## src/rtl/ucd_consts.vh

```
// constants for the alpha field character decoder
`ifndef UCD_CONSTS_VH
`define UCD_CONSTS_VH
`define UCD_LEAD_PAIR    8'h80
`define UCD_LEAD_HALF    8'h81
`define UCD_LEAD_FULL    8'h82
`define UCD_PAD_BYTE     8'hFF
`define UCD_HALF_SHIFT   7
`define UCD_FIFO_WIDTH   17
`define UCD_FIFO_DEPTH   32
`define UCD_FIFO_AW      5
`endif

```

## src/rtl/ucd_fifo.v

```verilog
// synchronous flip-flop fifo with valid/ready on both sides
`timescale 1ns/100ps
`default_nettype none
module ucd_fifo #(
  parameter WIDTH = 17,
  parameter DEPTH = 32,
  parameter AW    = 5
) (
  input  wire             clock_i,
  input  wire             sys_rst_i,
  input  wire             ce_i,
  input  wire [WIDTH-1:0] in_data_i,
  input  wire             in_valid_i,
  output wire             in_ready_o,
  output wire [WIDTH-1:0] out_data_o,
  output wire             out_valid_o,
  input  wire             out_ready_i
);
  reg [WIDTH-1:0] mem [0:DEPTH-1];
  reg [AW-1:0]    wr_ptr;
  reg [AW-1:0]    rd_ptr;
  reg [AW:0]      count;
  wire            do_wr;
  wire            do_rd;

  assign in_ready_o  = (count != DEPTH[AW:0]);
  assign out_valid_o = (count != {(AW+1){1'b0}});
  assign out_data_o  = mem[rd_ptr];
  assign do_wr       = ce_i & in_valid_i & in_ready_o;
  assign do_rd       = ce_i & out_valid_o & out_ready_i;

  always @(posedge clock_i) begin
    if (do_wr) begin
      mem[wr_ptr] <= in_data_i;
    end
  end

  always @(posedge clock_i) begin
    if (sys_rst_i) begin
      wr_ptr <= {AW{1'b0}};
      rd_ptr <= {AW{1'b0}};
      count  <= {(AW+1){1'b0}};
    end else begin
      if (do_wr) begin
        wr_ptr <= wr_ptr + 1'b1;
      end
      if (do_rd) begin
        rd_ptr <= rd_ptr + 1'b1;
      end
      if (do_wr & ~do_rd) begin
        count <= count + 1'b1;
      end else if (do_rd & ~do_wr) begin
        count <= count - 1'b1;
      end
    end
  end
endmodule // ucd_fifo
`default_nettype wire

```

## src/rtl/ucd_decoder.v

```verilog
// alpha field decoder: record bytes in, 16-bit code points out
`timescale 1ns/100ps
`default_nettype none
`include "ucd_consts.vh"
module ucd_decoder (
  input  wire        clock_i,
  input  wire        sys_rst_i,
  input  wire        ce_i,
  input  wire [7:0]  byte_data_i,
  input  wire        byte_valid_i,
  input  wire        byte_last_i,
  output reg         byte_ready_o,
  output reg  [15:0] char_data_o,
  output reg         char_wide_o,
  output reg         char_valid_o,
  input  wire        char_ready_i,
  output reg         busy_o
);
  // ---------------------------------------------------------------
  // state codes
  // ---------------------------------------------------------------
  localparam ST_LEAD  = 6'b000001;
  localparam ST_COUNT = 6'b000010;
  localparam ST_BASEH = 6'b000100;
  localparam ST_BASEL = 6'b001000;
  localparam ST_BODY  = 6'b010000;
  localparam ST_SKIP  = 6'b100000;

  localparam SC_PASS = 2'd0;
  localparam SC_PAIR = 2'd1;
  localparam SC_HALF = 2'd2;
  localparam SC_FULL = 2'd3;

  reg [5:0]  state;
  reg [1:0]  scheme;
  reg [7:0]  remain;
  reg [15:0] base;
  reg [7:0]  high_byte;
  reg        have_high;

  reg [5:0]  next_state;
  reg [1:0]  next_scheme;
  reg [7:0]  next_remain;
  reg [15:0] next_base;
  reg [7:0]  next_high_byte;
  reg        next_have_high;
  reg        push;
  reg [16:0] push_word;

  wire        fifo_in_ready;
  wire [16:0] fifo_out_data;
  wire        fifo_out_valid;
  wire        take;
  wire        out_free;
  wire        pending;

  // byte accepted this cycle
  assign take     = ce_i & byte_valid_i & byte_ready_o;
  assign out_free = ~char_valid_o | char_ready_i;
  assign pending  = fifo_out_valid | char_valid_o;

  // ---------------------------------------------------------------
  // decode of one incoming byte
  // ---------------------------------------------------------------
  always @* begin
    next_state     = state;
    next_scheme    = scheme;
    next_remain    = remain;
    next_base      = base;
    next_high_byte = high_byte;
    next_have_high = have_high;
    push           = 1'b0;
    push_word      = 17'h00000;
    if (take) begin
      case (state)
        ST_LEAD: begin
          if (byte_data_i == `UCD_LEAD_PAIR) begin
            next_scheme    = SC_PAIR;
            next_have_high = 1'b0;
            next_state     = ST_BODY;
          end else if (byte_data_i == `UCD_LEAD_HALF) begin
            next_scheme = SC_HALF;
            next_state  = ST_COUNT;
          end else if (byte_data_i == `UCD_LEAD_FULL) begin
            next_scheme = SC_FULL;
            next_state  = ST_COUNT;
          end else begin
            next_scheme = SC_PASS;
            push        = 1'b1;
            push_word   = {9'h000, byte_data_i};
            next_state  = ST_BODY;
          end
        end
        ST_COUNT: begin
          next_remain = byte_data_i;
          next_state  = ST_BASEH;
        end
        ST_BASEH: begin
          if (scheme == SC_HALF) begin
            next_base  = {1'b0, byte_data_i, 7'h00};
            next_state = (remain == 8'h00) ? ST_SKIP : ST_BODY;
          end else begin
            next_base  = {byte_data_i, 8'h00};
            next_state = ST_BASEL;
          end
        end
        ST_BASEL: begin
          next_base[7:0] = byte_data_i;
          next_state     = (remain == 8'h00) ? ST_SKIP : ST_BODY;
        end
        ST_BODY: begin
          case (scheme)
            SC_PAIR: begin
              if (have_high) begin
                push           = 1'b1;
                push_word      = {1'b1, high_byte, byte_data_i};
                next_have_high = 1'b0;
              end else begin
                next_high_byte = byte_data_i;
                next_have_high = 1'b1;
              end
            end
            SC_HALF, SC_FULL: begin
              // bit 7 picks base plus offset over a default character
              push = 1'b1;
              if (byte_data_i[7]) begin
                push_word = {1'b1, base + {9'h000, byte_data_i[6:0]}};
              end else begin
                push_word = {10'h000, byte_data_i[6:0]};
              end
              next_remain = remain - 8'h01;
              if (remain == 8'h01) begin
                next_state = ST_SKIP;
              end
            end
            default: begin
              push      = 1'b1;
              push_word = {9'h000, byte_data_i};
            end
          endcase
        end
        ST_SKIP: begin
          // bytes beyond the count are consumed and dropped
          next_state = state;
        end
        default: begin
          next_state = ST_LEAD;
        end
      endcase
      // the last byte of a record always returns to the lead state
      if (byte_last_i) begin
        next_state     = ST_LEAD;
        next_have_high = 1'b0;
      end
    end
  end

  // ---------------------------------------------------------------
  // state registers
  // ---------------------------------------------------------------
  always @(posedge clock_i) begin
    if (sys_rst_i) begin
      state        <= ST_LEAD;
      scheme       <= SC_PASS;
      remain       <= 8'h00;
      base         <= 16'h0000;
      high_byte    <= 8'h00;
      have_high    <= 1'b0;
      byte_ready_o <= 1'b0;
      busy_o       <= 1'b0;
    end else if (ce_i) begin
      state        <= next_state;
      scheme       <= next_scheme;
      remain       <= next_remain;
      base         <= next_base;
      high_byte    <= next_high_byte;
      have_high    <= next_have_high;
      // ready drops after every take, so a registered ready never overruns
      byte_ready_o <= fifo_in_ready & ~(push & byte_ready_o) & ~take;
      // busy from the first taken byte until the last character has left
      busy_o       <= take | (next_state != ST_LEAD) | pending;
    end
  end

  // ---------------------------------------------------------------
  // output fifo
  // ---------------------------------------------------------------
  ucd_fifo #(
    .WIDTH (`UCD_FIFO_WIDTH),
    .DEPTH (`UCD_FIFO_DEPTH),
    .AW    (`UCD_FIFO_AW)
  ) u_fifo (
    .clock_i     (clock_i),
    .sys_rst_i   (sys_rst_i),
    .ce_i        (ce_i),
    .in_data_i   (push_word),
    .in_valid_i  (push),
    .in_ready_o  (fifo_in_ready),
    .out_data_o  (fifo_out_data),
    .out_valid_o (fifo_out_valid),
    .out_ready_i (out_free)
  );

  // ---------------------------------------------------------------
  // registered output stage
  // ---------------------------------------------------------------
  always @(posedge clock_i) begin
    if (sys_rst_i) begin
      char_data_o  <= 16'h0000;
      char_wide_o  <= 1'b0;
      char_valid_o <= 1'b0;
    end else if (ce_i) begin
      if (out_free) begin
        char_valid_o <= fifo_out_valid;
        if (fifo_out_valid) begin
          char_data_o <= fifo_out_data[15:0];
          char_wide_o <= fifo_out_data[16];
        end
      end
    end
  end
endmodule // ucd_decoder
`default_nettype wire

```

## config.mk

```make
export PLATFORM = sky130hd
export DESIGN_NAME = ucd_decoder
export DESIGN_NICKNAME = d
export VERILOG_FILES = /design/src/rtl/ucd_fifo.v /design/src/rtl/ucd_decoder.v
export VERILOG_INCLUDE_DIRS = /design/src /design/src/rtl
export SDC_FILE = /design/constraint.sdc
export NUM_CORES = 1
export LEC_CHECK = 0
export ABC_AREA = 1
export BUFFER_PORTS_ARGS = -buffer_cell sky130_fd_sc_hd__buf_4
export CORE_ASPECT_RATIO = 0.8
export CORE_MARGIN = 5
export CORE_UTILIZATION = 40
export DETAILED_ROUTE_END_ITERATION = 12
export PLACE_DENSITY = 0.53
export SLEW_MARGIN = 10
export SYNTH_ARGS = -nofsm -noshare
export SYNTH_HDL_FRONTEND = slang
export SYNTH_HIERARCHICAL = 1
export SYNTH_SLANG_ARGS = --single-unit
```

## constraint.sdc

```tcl
create_clock -name clock_i -period 4.6 [get_ports clock_i]
set_input_delay 0.46 -clock clock_i [delete_from_list [all_inputs] [get_ports clock_i]]
set_output_delay 0.46 -clock clock_i [all_outputs]
set_load 0.005 [all_outputs]
```

### After elaboration in Yosys (flattened, before gate mapping)

Memories as Yosys holds them, arrays and structs flattened. A register that Yosys moved wholly into a read port is not among the register bits.
Cells that the tools add are included.
Widths: inputs -> output; s select.

* add/sub/neg operators: 6
* bitwise gates (word level): 21
* eq/ne operators: 18
* reductions and logical operators: 15
* mux-type cells: 41

Operator list (count)
* $pmux 17 s2: 2
* $mux 17: 3
* $mux 6: 8
* $pmux 6 s6: 1
* $mux 8: 4
* $pmux 8 s2: 2
* $eq 8x8->1 const B: 3
* $add 16x7->16: 1
* $mux 16: 1
* $mux 5: 3
* $mux 1: 12
* $reduce_and 3->1: 4
* $and 1x1->1: 11
* $add 5x1->5 const B: 2
* $reduce_and 5->1: 2
* $eq 8x1->1 const B: 1
* $logic_not 8->1: 1
* $sub 8x1->8 const B: 1
* $add 6x1->6 const B: 1
* $eq 6x1->1 const B: 1
* $eq 6x2->1 const B: 1
* $eq 6x3->1 const B: 1
* $eq 6x4->1 const B: 1
* $eq 6x5->1 const B: 1
* 19 further kinds: 33

* RAM bits: 544
* word-level logic and storage cells: 115
* bits of input ports: 14
* register bits after elaboration: 60
* memories: 1

Memories
* u_fifo.mem: words 32, width 17, rd ports 1, clocked after memory_dff 1, write ports 1, RTL line ucd_fifo.v:19 `reg [WIDTH-1:0] mem [0:DEPTH-1];`

### Longest topological paths before layout

Gate-level depths: netlist of run 1.

* word-level depth: 12
* depth in mapped cells: 23
* gate-level depth less buffers: 22

### Hierarchy

Netlist of run 1, hierarchy kept.

Modules (own cells, without submodules)
* ucd_fifo: seq. area each 16756.1 um^2, cells an instance 2015, area an instance 23040.8 um^2, instances 1
* ucd_decoder: seq. area each 1221.2 um^2, cells an instance 626, area an instance 3926.3 um^2, instances 1

### Least setup slack after synthesis of run 1

No wires, ideal clock.

* path kind: input -> register
* from: in byte_data_i[1]
* to: mem u_fifo.mem[3][0] (enable)
* arrival: 2.725 ns
* stages on the path: 14
* data required time: 4.187 ns
* path buffers: 2
* slack: 1.463 ns
* library setup time: 0.413 ns
* path through: buf_2 > inv_1 > nand2_1 > nor2_1 > nand2_1 > nand2_1 > nor2_1 > nand2_1 > o21ai_0 > nand2_1 > inv_1 > nand2_1 > buf_2 > nor3_1

* cells in the longest elaborated chain, start to end: 10

RTL lines
* from (decl): RTL line ucd_decoder.v:9 `input wire [7:0] byte_data_i,`
* $eq 8x8->1 (no source line)
* $mux 1: RTL line ucd_decoder.v:84 `` end else if (byte_data_i == `UCD_LEAD_FULL) begin ``
* $mux 1: RTL line ucd_decoder.v:81 `` end else if (byte_data_i == `UCD_LEAD_HALF) begin ``
* $mux 1 *: RTL line ucd_decoder.v:77 `` if (byte_data_i == `UCD_LEAD_PAIR) begin ``
* $pmux 1 s2 *: RTL line ucd_decoder.v:75 `case (state)`
* $mux 1 *: RTL line ucd_decoder.v:74 `if (take) begin`
* net push: RTL line ucd_decoder.v:47 `reg push;`
* $and 1x1->1 * (2 in a row): RTL line ucd_fifo.v:29 `assign do_wr = ce_i & in_valid_i & in_ready_o;`
* $mux 1 *: RTL line ucd_fifo.v:33 `if (do_wr) begin`
* $mux 1 (not written as such) *: RTL line ucd_fifo.v:34 `mem[wr_ptr] <= in_data_i;`
* to (decl): RTL line ucd_fifo.v:19

Mark *: on every way through the listed nets, which the timed path passes. The rest lies on a longest branch.

### Worst setup path after layout of run 1

* from: reg state[0]
* to: mem u_fifo.mem[22][9] (enable)

* cells in the longest elaborated chain, start to end: 7

RTL lines
* from (decl): RTL line ucd_decoder.v:34 `reg [5:0] state;`
* from (signal assigned): RTL line ucd_decoder.v:172 `state <= next_state;`
* $eq 6x5->1 or $eq 6x1->1 (tied branches): RTL line ucd_decoder.v:75
* $pmux 1 s2 *: RTL line ucd_decoder.v:75
* $mux 1 *: RTL line ucd_decoder.v:74
* net push: RTL line ucd_decoder.v:47
* $and 1x1->1 * (2 in a row): RTL line ucd_fifo.v:29
* net u_fifo.do_wr: RTL line ucd_fifo.v:23 `wire do_wr;`
* $mux 1 *: RTL line ucd_fifo.v:33
* $mux 1 (not written as such) *: RTL line ucd_fifo.v:34

Marks and branches as above.

==> flow_summary.ini, run 1 <==
[floorplanning]
die_x_um = 300
ios = 34
dieArea_mm2 = 0.0727
coreArea_mm2 = 0.0670
die_height_um = 242
num_rows = 85
initial_core_util_pct = 40.2

[timing]
finalCriticalPeriod_ns = 3.60
finalCritPeriodShare_pct = 78.2
fmax_mhz = 278
final.setup_skew_ns = 0.0338
rsz0062_at_grt = false
final-setup-viol-count = 0
hold_viol = 0
drv_slew = 0
fin_tns_setup_ns = 0
maxSlewHeadroom_pct = 21.1
worst_slew_pin_slew_ns = 1.18

[logic_synthesis]
synth_top_cell_by_area = edfxtp_1
seq_area_frac_synth_pct = 66.7
synth_top_area_share_pct = 60.6
avgSynthCellArea_um2 = 10.2
synthTopCellsByArea = edfxtp_1, nand2_1, nand3_1
ys_seq_elements = 626
ys_warn_count = 6
synth_cells = 2641
syn-cell-area_mm2 = 0.0270
synth.distinct_cells = 44
synthesis.nets = 2677

[placed_design]
place.gp.congestion = 0.865
dpl.hpwl_um = 45500
portBuffers = 33

[clocking]
cts_sinks = 626
cts_resized = 0
cts_root_buf = clkbuf_16
cts_buffer_depth = 3
cts_tree = yes
htreeDepth = 3
cts_setup_buffers = 0
cts_inserted_buffers = 66
hold_buffers = 0
worst_skew_pair.late_latency_ns = 0.62
cts.clk_slew.worst_paths_ns = 0.06

[layout]
mostFrequentLayoutCells = nand2_1, edfxtp_1, nand3_1, nor2_1, inv_1
nets = 2707
syn2layout_area_growth_pct = 12.6
drive_above_1_share_pct = 9.93
nFillCells = 6275
layout_commonest_cell = nand2_1

[grt]
grt-ovfl-total = 0
grt_pass1_vias = 17800
grt_pass1_wl_um = 113000
antenna_found_initial = 0
track_usage_pct = 20.4
grt_max_degree = 148

[setup_path]
crit_slowest_cell = nor2_2
endpoint_kind = flip-flop
regToRegSetupSlack_ns = 1.00
cp_max_fo = 11
rr_endpoint = u_fifo/mem[22][9]
startpoint = state[0]
reg2regPathDepth = 15
cp.required_ns = 4.91
worstSetupPathType = reg -> reg
startpoint_type = flip-flop
r2r_start = state[0]
worstPathCellList = inv_1 > nor2_2 > inv_1 > nor2_1 > nand2_1 > nor2_1 > nand2_1 > o21ai_0 > nand2_1 > inv_1 > nand2_1 > inv_1 > nand2_1 > nor2_2 > buf_4
cp.arrival_ns = 3.90
slowest_delay_ns = 0.50
cpMostUsedCell = nand2_1

[power_and_ir_drop]
netSwitchingPower_uw = 4810
vdd_drop_max_mv = 0.517
pwr_density_cell_mw_per_mm2 = 493
p_sw_share_pct = 32.1
combinationalPowerShare_pct = 23.2
seq_power_share_pct = 42.8
power_uw = 15000
p_leak_uw = 0.0116
pwr-share-clk_pct = 34.0
intPower_uw = 10100

[min_path]
hp-start = byte_data_i[0]
hold_end = base[0]
hold_path_depth = 3
hold_class = in -> reg

[job]
maxCapViolCount = 0

[routing]
drt-total-wl_um = 75400
drtIter0Drc = 1668
final_antenna_net_count = 0
via_per_inst = 5.27
drc = 0
num_vias = 18900
drt_first_pass_iters = 6
routedWlPerCell_um = 21.0

[run_status]
status = finished clean
[synth_stat cells (all sizes together)]
cell / count
o211ai: 2
a22oi: 1
a21o: 1
a41oi: 1
fa: 2
nand2: 945
ha: 20
a21boi: 1
inv: 104
nor4: 1
o21ai: 73
xnor2: 2
buf: 100
nor3: 7
or2: 2
a211oi: 10
o22ai: 1
o31ai: 1
nor2: 144
nand3: 477
clkinv: 4
nand4: 10
o21a: 1
edfxtp: 544
xor2: 3
a21oi: 57
dfxtp: 82
nand3b: 3
and2: 1
a31oi: 6
clkbuf: 35
[area by class of cell]
class / instances / area, um2 / share of cell area [%]
Clock buffer: 91 / 1830 / 6.02
Inverter: 108 / 420 / 1.38
Clock inverter: 24 / 201 / 0.663
Antenna cell: 1 / 2.50 / 0.00824
Sequential cell: 626 / 18000 / 59.2
Tap cell: 870 / 1090 / 3.59
Timing Repair Buffer: 97 / 778 / 2.56
Multi-Input combinational cell: 1772 / 8060 / 26.5
[flip-flops by register name, summed over array words and instances, names as in the netlist, named ones only]
name           flops
u_fifo/count       6
char_data_o       16
u_fifo/rd_ptr      5
byte_ready_o       1
u_fifo/wr_ptr      5
char_wide_o        1
char_valid_o       1
high_byte          8
have_high          1
busy_o             1
state              6
base              16
remain             8
scheme             2
u_fifo/mem       544
[per-layer routing]
layer	up-vias	GRT usage [%]	routed length [um]
met4	0	5.41	1710
met1	9177	31.4	36500
met2	546	29.6	32500
met3	96	3.81	4680
li1	9101	-	-
met5	-	0	0
[critical path, delay by kind of cell, from the launching register on]
| family | cells | cell delay, ns |
|---|---|---|
| simple gates | 9 | 2.04 |
| flops | 1 | 0.38 |
| buf+inv | 5 | 0.76 |
| compound gates | 1 | 0.11 |
[power by group through the flow]
stage	logic, uW	clock network [uW]	registers (uW)
4_1_cts	3490	5210	6410
3_5_place_dp	3480	0	6530
5_1_grt	3860	5430	6430
3_3_place_gp	3460	0	6530
6_report	3470	5080	6400
2_1_floorplan	2390	0	6410
[through the flow]
stage	setup WS (ns)	std cells	cell area [um2]	util [%]	hold slack (ns)
5_1_grt	0.621	3588	30400	45.3	0.167
2_1_floorplan	1.46	2641	27000	-	0.445
4_1_cts	1.04	3588	30400	45.3	0.134
3_5_place_dp	0.821	3473	28300	42.3	0.460
6_report	1.00	3589	30400	45.3	0.166
3_3_place_gp	0.870	3473	28300	42.3	0.455
[how the worst max path moves through the flow]
stage                               endpoint  slack, ns  cells past startpoint
final                      u_fifo/mem[22][9]       1.00                     15
after global routing       u_fifo/mem[22][9]       0.62                     14
after CTS                  u_fifo/mem[22][9]       1.04                     14
after detailed placement   u_fifo/mem[22][5]       0.82                     12
after global placement    u_fifo/mem[22][14]       0.87                     12
after floorplan             u_fifo/mem[3][0]       1.46                     14
[kinds of logic (layout without fill, tap and decap cells)]
group | after synthesis | count (layout) | share of synthesized area, %
fa+ha+maj | 22 | 22 | 1.08
other cells | 0 | 1 | 0
flops | 626 | 626 | 66.7
xor+xnor | 5 | 5 | 0.162
simple gates | 1590 | 1590 | 24.8
buf+inv | 243 | 320 | 4.05
compound gates | 155 | 155 | 3.23
Power figures use the tool's default switching activity.
==> run 2, diff against run 1 <==
ABC_AREA = 0   (was 1)
clock period = 3.7 ns   (was 4.6 ns; I/O delays follow)
==> flow_summary.ini, run 2 <==
[setup_path]
startpoint_type = flip-flop
cp.arrival_ns = 3.99
cpMostUsedCell = or4_1
crit_slowest_cell = or4_1
slowest_delay_ns = 0.59
worstPathCellList = or4_1 > nor3b_4 > nand2_1 > a21oi_1 > and2_4 > o31a_1 > ha_2 > inv_1 > ha_1 > or4_1 > a21o_1 > o211ai_1 > mux2_2
endpoint_kind = flip-flop
worstSetupPathType = reg -> reg
cp_max_fo = 6
cp.required_ns = 4.19

[routing]
routedWlPerCell_um = 24.9
final_antenna_net_count = 0
drc = 0
drt-total-wl_um = 63900
num_vias = 14400
drt_first_pass_iters = 5
drtIter0Drc = 1377
via_per_inst = 5.60

[clocking]
cts_buffer_depth = 3
worst_skew_pair.late_latency_ns = 0.62
cts_sinks = 626
cts_setup_buffers = 0
hold_buffers = 0
cts_tree = yes
cts_inserted_buffers = 60
cts.clk_slew.worst_paths_ns = 0.06
cts_root_buf = clkbuf_16
htreeDepth = 2

[logic_synthesis]
ys_top_cells_by_count = edfxtp_1, mux2i_1, a22oi_1, nor2_1, dfxtp_1
async_reset_ff_share_pct = 0
avgSynthCellArea_um2 = 16.1
ys_seq_elements = 626
synthTopCellsByArea = edfxtp_1, dfxtp_1, mux2i_1
synth_edf_count = 544
syn-cell-area_mm2 = 0.0254
seq_area_frac_synth_pct = 70.7
synth_top_area_share_pct = 64.2
synthesis.nets = 1620
ys_warn_count = 6
synth_top_cell_by_area = edfxtp_1
synth.most_common_cell = edfxtp_1
synth_cells = 1584
synth.distinct_cells = 75
ys.flop_type = edfxtp_1

[grt]
antenna_found_initial = 4
grt_max_degree = 84
grt_pass1_vias = 14100
grt-ovfl-total = 0
track_usage_pct = 18.3
grt_pass1_wl_um = 95200

[floorplanning]
initial_core_util_pct = 40.5
coreArea_mm2 = 0.0628
num_rows = 82
die_height_um = 236
die_x_um = 292
ios = 34
dieArea_mm2 = 0.0687

[timing]
fin_tns_setup_ns = 0
final.setup_skew_ns = 0.0276
fmax_mhz = 285
finalCriticalPeriod_ns = 3.50
drv_slew = 0
worst_slew_pin_slew_ns = 1.07
maxSlewHeadroom_pct = 28.3
final-setup-viol-count = 0
hold_viol = 0
finalCritPeriodShare_pct = 94.7
rsz0062_at_grt = false

[power_and_ir_drop]
p_sw_share_pct = 24.8
intPower_uw = 11800
seq_power_share_pct = 50.0
combinationalPowerShare_pct = 12.6
pwr_density_cell_mw_per_mm2 = 539
vdd_drop_max_mv = 0.417
netSwitchingPower_uw = 3890
p_leak_uw = 0.00900
pwr-share-clk_pct = 37.5

[run_status]
status = finished clean

[layout]
largest_register_ffs = 544
nFillCells = 5507
multiInputGateArea_mm2 = 0.00715
top_register = u_fifo/mem
nets = 1714
drive_above_1_share_pct = 20.3
mostFrequentLayoutCells = edfxtp_1, mux2i_1, buf_4, a22oi_1, dfxtp_1
layout_commonest_cell = edfxtp_1
ff_latch_area_mm2 = 0.0180
fin_area_mm2 = 0.0291
top_regs = u_fifo/mem: 544 flops, base: 16 flops, char_data_o: 16 flops
syn2layout_area_growth_pct = 14.5

[placed_design]
portBuffers = 33
place.gp.congestion = 0.824
dpl.hpwl_um = 39100
post_dp_cell_area_mm2 = 0.0273

[job]
maxCapViolCount = 0

[min_path]
hold_class = in -> reg
[run 2: changes by cell type in the layout (fill, tap and decap cells not counted), sizes merged, moves of 68 or more]
| cell | previous run | this run |
|---|---|---|
| a22oi | 1 | 112 |
| inv | 108 | 16 |
| mux2i | 0 | 153 |
| mux4 | 0 | 68 |
| nand2 | 945 | 78 |
| nand3 | 477 | 47 |
[run 2: critical path: cells and delay by family, from the launching register on]
family,cells,cell delay (ns)
buffers and inverters,1,0.12
AO/OA/AOI/OAI,4,0.61
flip-flops,1,0.30
AND/OR/NAND/NOR,5,1.56
multiplexers,1,0.35
adder cells (fa/ha/maj),2,0.45
[run 2: repair_timing]
item                                    4_1_cts  5_1_grt
gates resized for setup                       0        2
hold endpoints to repair                      0        0
endpoints found under the setup margin        0        1
[run 2: power by group through the flow]
stage / clock network, uW / registers (uW) / logic, uW
2_1_floorplan: 0 / 7940 / 1260
3_3_place_gp: 0 / 7990 / 1950
3_5_place_dp: 0 / 7990 / 1960
4_1_cts: 6010 / 7840 / 1970
5_1_grt: 6320 / 7860 / 2140
6_report: 5880 / 7840 / 1970
[run 2: per-layer routing]
metal	GRT usage [%]	up-vias	part of all wire, %
li1	-	6462	-
met1	28.7	7451	48
met2	26.9	370	43
met3	3.57	81	6.4
met4	3.50	4	1.7
met5	0	-	0.042
[run 2: through the flow]
| stage | utilization (%) | power [uW] | cells | hold WS, ns | setup WS, ns |
|---|---|---|---|---|---|
| floorplan | - | 9190 | 1584 | 0.453 | 0.0134 |
| global placement | 43.4 | 9940 | 2456 | 0.448 | 0.113 |
| detailed placement | 43.4 | 9950 | 2456 | 0.449 | 0.116 |
| CTS | 46.4 | 15800 | 2566 | 0.0258 | 0.106 |
| global route | 46.4 | 16300 | 2566 | 0.0569 | 0.0217 |
| finish | 46.4 | 15700 | 2567 | 0.0651 | 0.196 |
[run 2: path summary, 6_finish.rpt]
path | cells past startpoint | slack, ns | from | endpoint
hold / removal | 2 | 0.07 | ce_i | busy_o
setup / recovery | 13 | 0.20 | state[1] | u_fifo/count[5]
hold reg to reg | 2 | 0.45 | char_data_o[10] | char_data_o[10]
setup reg to reg | 13 | 0.20 | state[1] | u_fifo/count[5]
[run 2: kinds of logic after synthesis]
logic type               after synthesis  synth area share (%)
XOR/XNOR                              18                 0.620
AO/OA/AOI/OAI                        251                  6.99
multiplexers                         223                  12.1
buffers and inverters                109                  1.87
AND/OR/NAND/NOR                      335                  6.54
flip-flops                           626                  70.7
adder cells (fa/ha/maj)               22                  1.14
[run 2: cell type report]
cell class	count	share of cell area, %
inverter	14	0.180
clock buffer	87	5.66
multi-input combinational	849	24.5
clock inverter	23	0.700
antenna	1	0.00859
tap	840	3.61
sequential	626	61.8
timing repair buffer	127	3.53
==> run 3, diff against run 2 <==
CORE_ASPECT_RATIO = 1.4   (was 0.8)
==> flow_summary.ini, run 3 (synthesis gave the netlist of run 2 again) <==
[run_status]
status = finished clean

[placed_design]
post_dp_cell_area_mm2 = 0.0272
portBuffers = 33
dpl.hpwl_um = 39800
place.gp.congestion = 0.808

[setup_path]
startpoint = state[1]
startpoint_type = flip-flop
endpoint_kind = flip-flop
r2r_start = state[1]
cp.required_ns = 4.19
cp_max_fo = 6
cp.arrival_ns = 3.96
worstSetupPathType = reg -> reg

[layout]
mostFrequentLayoutCells = edfxtp_1, mux2i_1, buf_4, a22oi_1, nor2_1
largest_register_ffs = 544
top_register = u_fifo/mem
layout_commonest_cell = edfxtp_1
syn2layout_area_growth_pct = 15.0
top_regs = u_fifo/mem: 544 flops, base: 16 flops, char_data_o: 16 flops
fin_area_mm2 = 0.0292
antenna_cells = 0
drive_above_1_share_pct = 19.7
nets = 1713

[clocking]
cts_inserted_buffers = 59
htreeDepth = 2
cts.clk_slew.worst_paths_ns = 0.06
cts_sinks = 626
hold_buffers = 0
cts_root_buf = clkbuf_16
cts_tree = yes
cts_buffer_depth = 3
worst_skew_pair.late_latency_ns = 0.61

[job]
maxCapViolCount = 0

[floorplanning]
die_x_um = 223
ios = 34
coreArea_mm2 = 0.0631
initial_core_util_pct = 40.3
num_rows = 109
die_height_um = 308
dieArea_mm2 = 0.0688

[timing]
finalCriticalPeriod_ns = 3.46
finalCritPeriodShare_pct = 93.6
maxSlewHeadroom_pct = 32.9
fin_tns_setup_ns = 0
rsz0062_at_grt = false
final-setup-viol-count = 0
hold_viol = 0
hold-worst-slack_ns = 0.0675
drv_slew = 0
final.setup_skew_ns = 0.0196
fmax_mhz = 289
worst_slew_pin_slew_ns = 1.00

[grt]
grt_pass1_vias = 14800
track_usage_pct = 18.6
antenna_found_initial = 0
grt_pass1_wl_um = 96300
grt_max_degree = 84
grt-ovfl-total = 0

[routing]
via_per_inst = 5.55
final_antenna_net_count = 0
drc = 0
drt_first_pass_iters = 5
routedWlPerCell_um = 25.2
num_vias = 14200
drtIter0Drc = 1047
drt-total-wl_um = 64500

[power_and_ir_drop]
p_leak_uw = 0.00908
power_uw = 16000
vdd_drop_max_mv = 0.529
pwr_density_cell_mw_per_mm2 = 547

[min_path]
hold_class = in -> reg
hp-start = ce_i
-- run 3: cell types whose count changed in the layout (fill, tap and decap cells not counted), moves of 3 or more --
| cell | change |
|---|---|
| clkbuf_1 | -14 |
| nor2_2 | -19 |
| clkinv_1 | +5 |
| nor2_1 | +19 |
| clkbuf_8 | +4 |
| clkbuf_16 | +3 |
| bufinv_16 | +3 |
-- run 3: final timing paths --
path	end	slack, ns	depth (start not counted)
worst max-delay path	u_fifo/count[5]	0.24	13
worst max register to register	u_fifo/count[5]	0.24	13
worst min register to register	char_data_o[14]	0.46	2
worst min-delay path	busy_o	0.07	2
-- run 3: timing repair --
action / in CTS / in global routing
setup buffers: 0 / 0
endpoints found under the setup margin: 0 / 1
resized for setup: 0 / 3
-- run 3: metrics by stage --
stage	utilization (%)	instances	setup WS, ns
floorplan	-	1584	0.0134
global placement	43.1	2448	0.143
detailed placement	43.1	2448	0.128
CTS	46.3	2557	0.124
global route	46.3	2557	0.0115
finish	46.3	2557	0.237
-- run 3: worst max-delay path: stages, from the launching register on --
cell and delay [ns]:
dfxtp_1 0.31, or4_4 0.55, nor3b_4 0.21, nand2_1 0.08, a21oi_1 0.14, and2_1 0.20
o31a_1 0.19, ha_2 0.24, inv_1 0.12, ha_1 0.23, or4_1 0.49, a21o_1 0.17
o211ai_1 0.08, mux2_2 0.34
-- run 3: cell type report --
class / instances / area [um2]
fill: 5423 / 33900
sequential: 626 / 18000
multi-input combinational: 849 / 7110
clock buffer: 79 / 1720
tap: 832 / 1040
timing repair buffer: 127 / 1030
clock inverter: 30 / 304
inverter: 14 / 52.6
-- run 3: report_power, final --
part           internal, uW  total, uW  switching, uW  leakage (uW)
registers              7700       7830            130       0.00542
logic                   803       1910           1100       0.00267
clock network          3660       6240           2580      0.000990
total                 12200      16000           3810       0.00908
-- run 3: per-layer routing --
metal	GRT usage (%)	up-vias	wire [um]
met5	0	-	0
met4	4.77	0	1490
met3	2.43	79	2680
met2	34.7	323	34700
met1	22.9	7342	25600
li1	-	6443	-
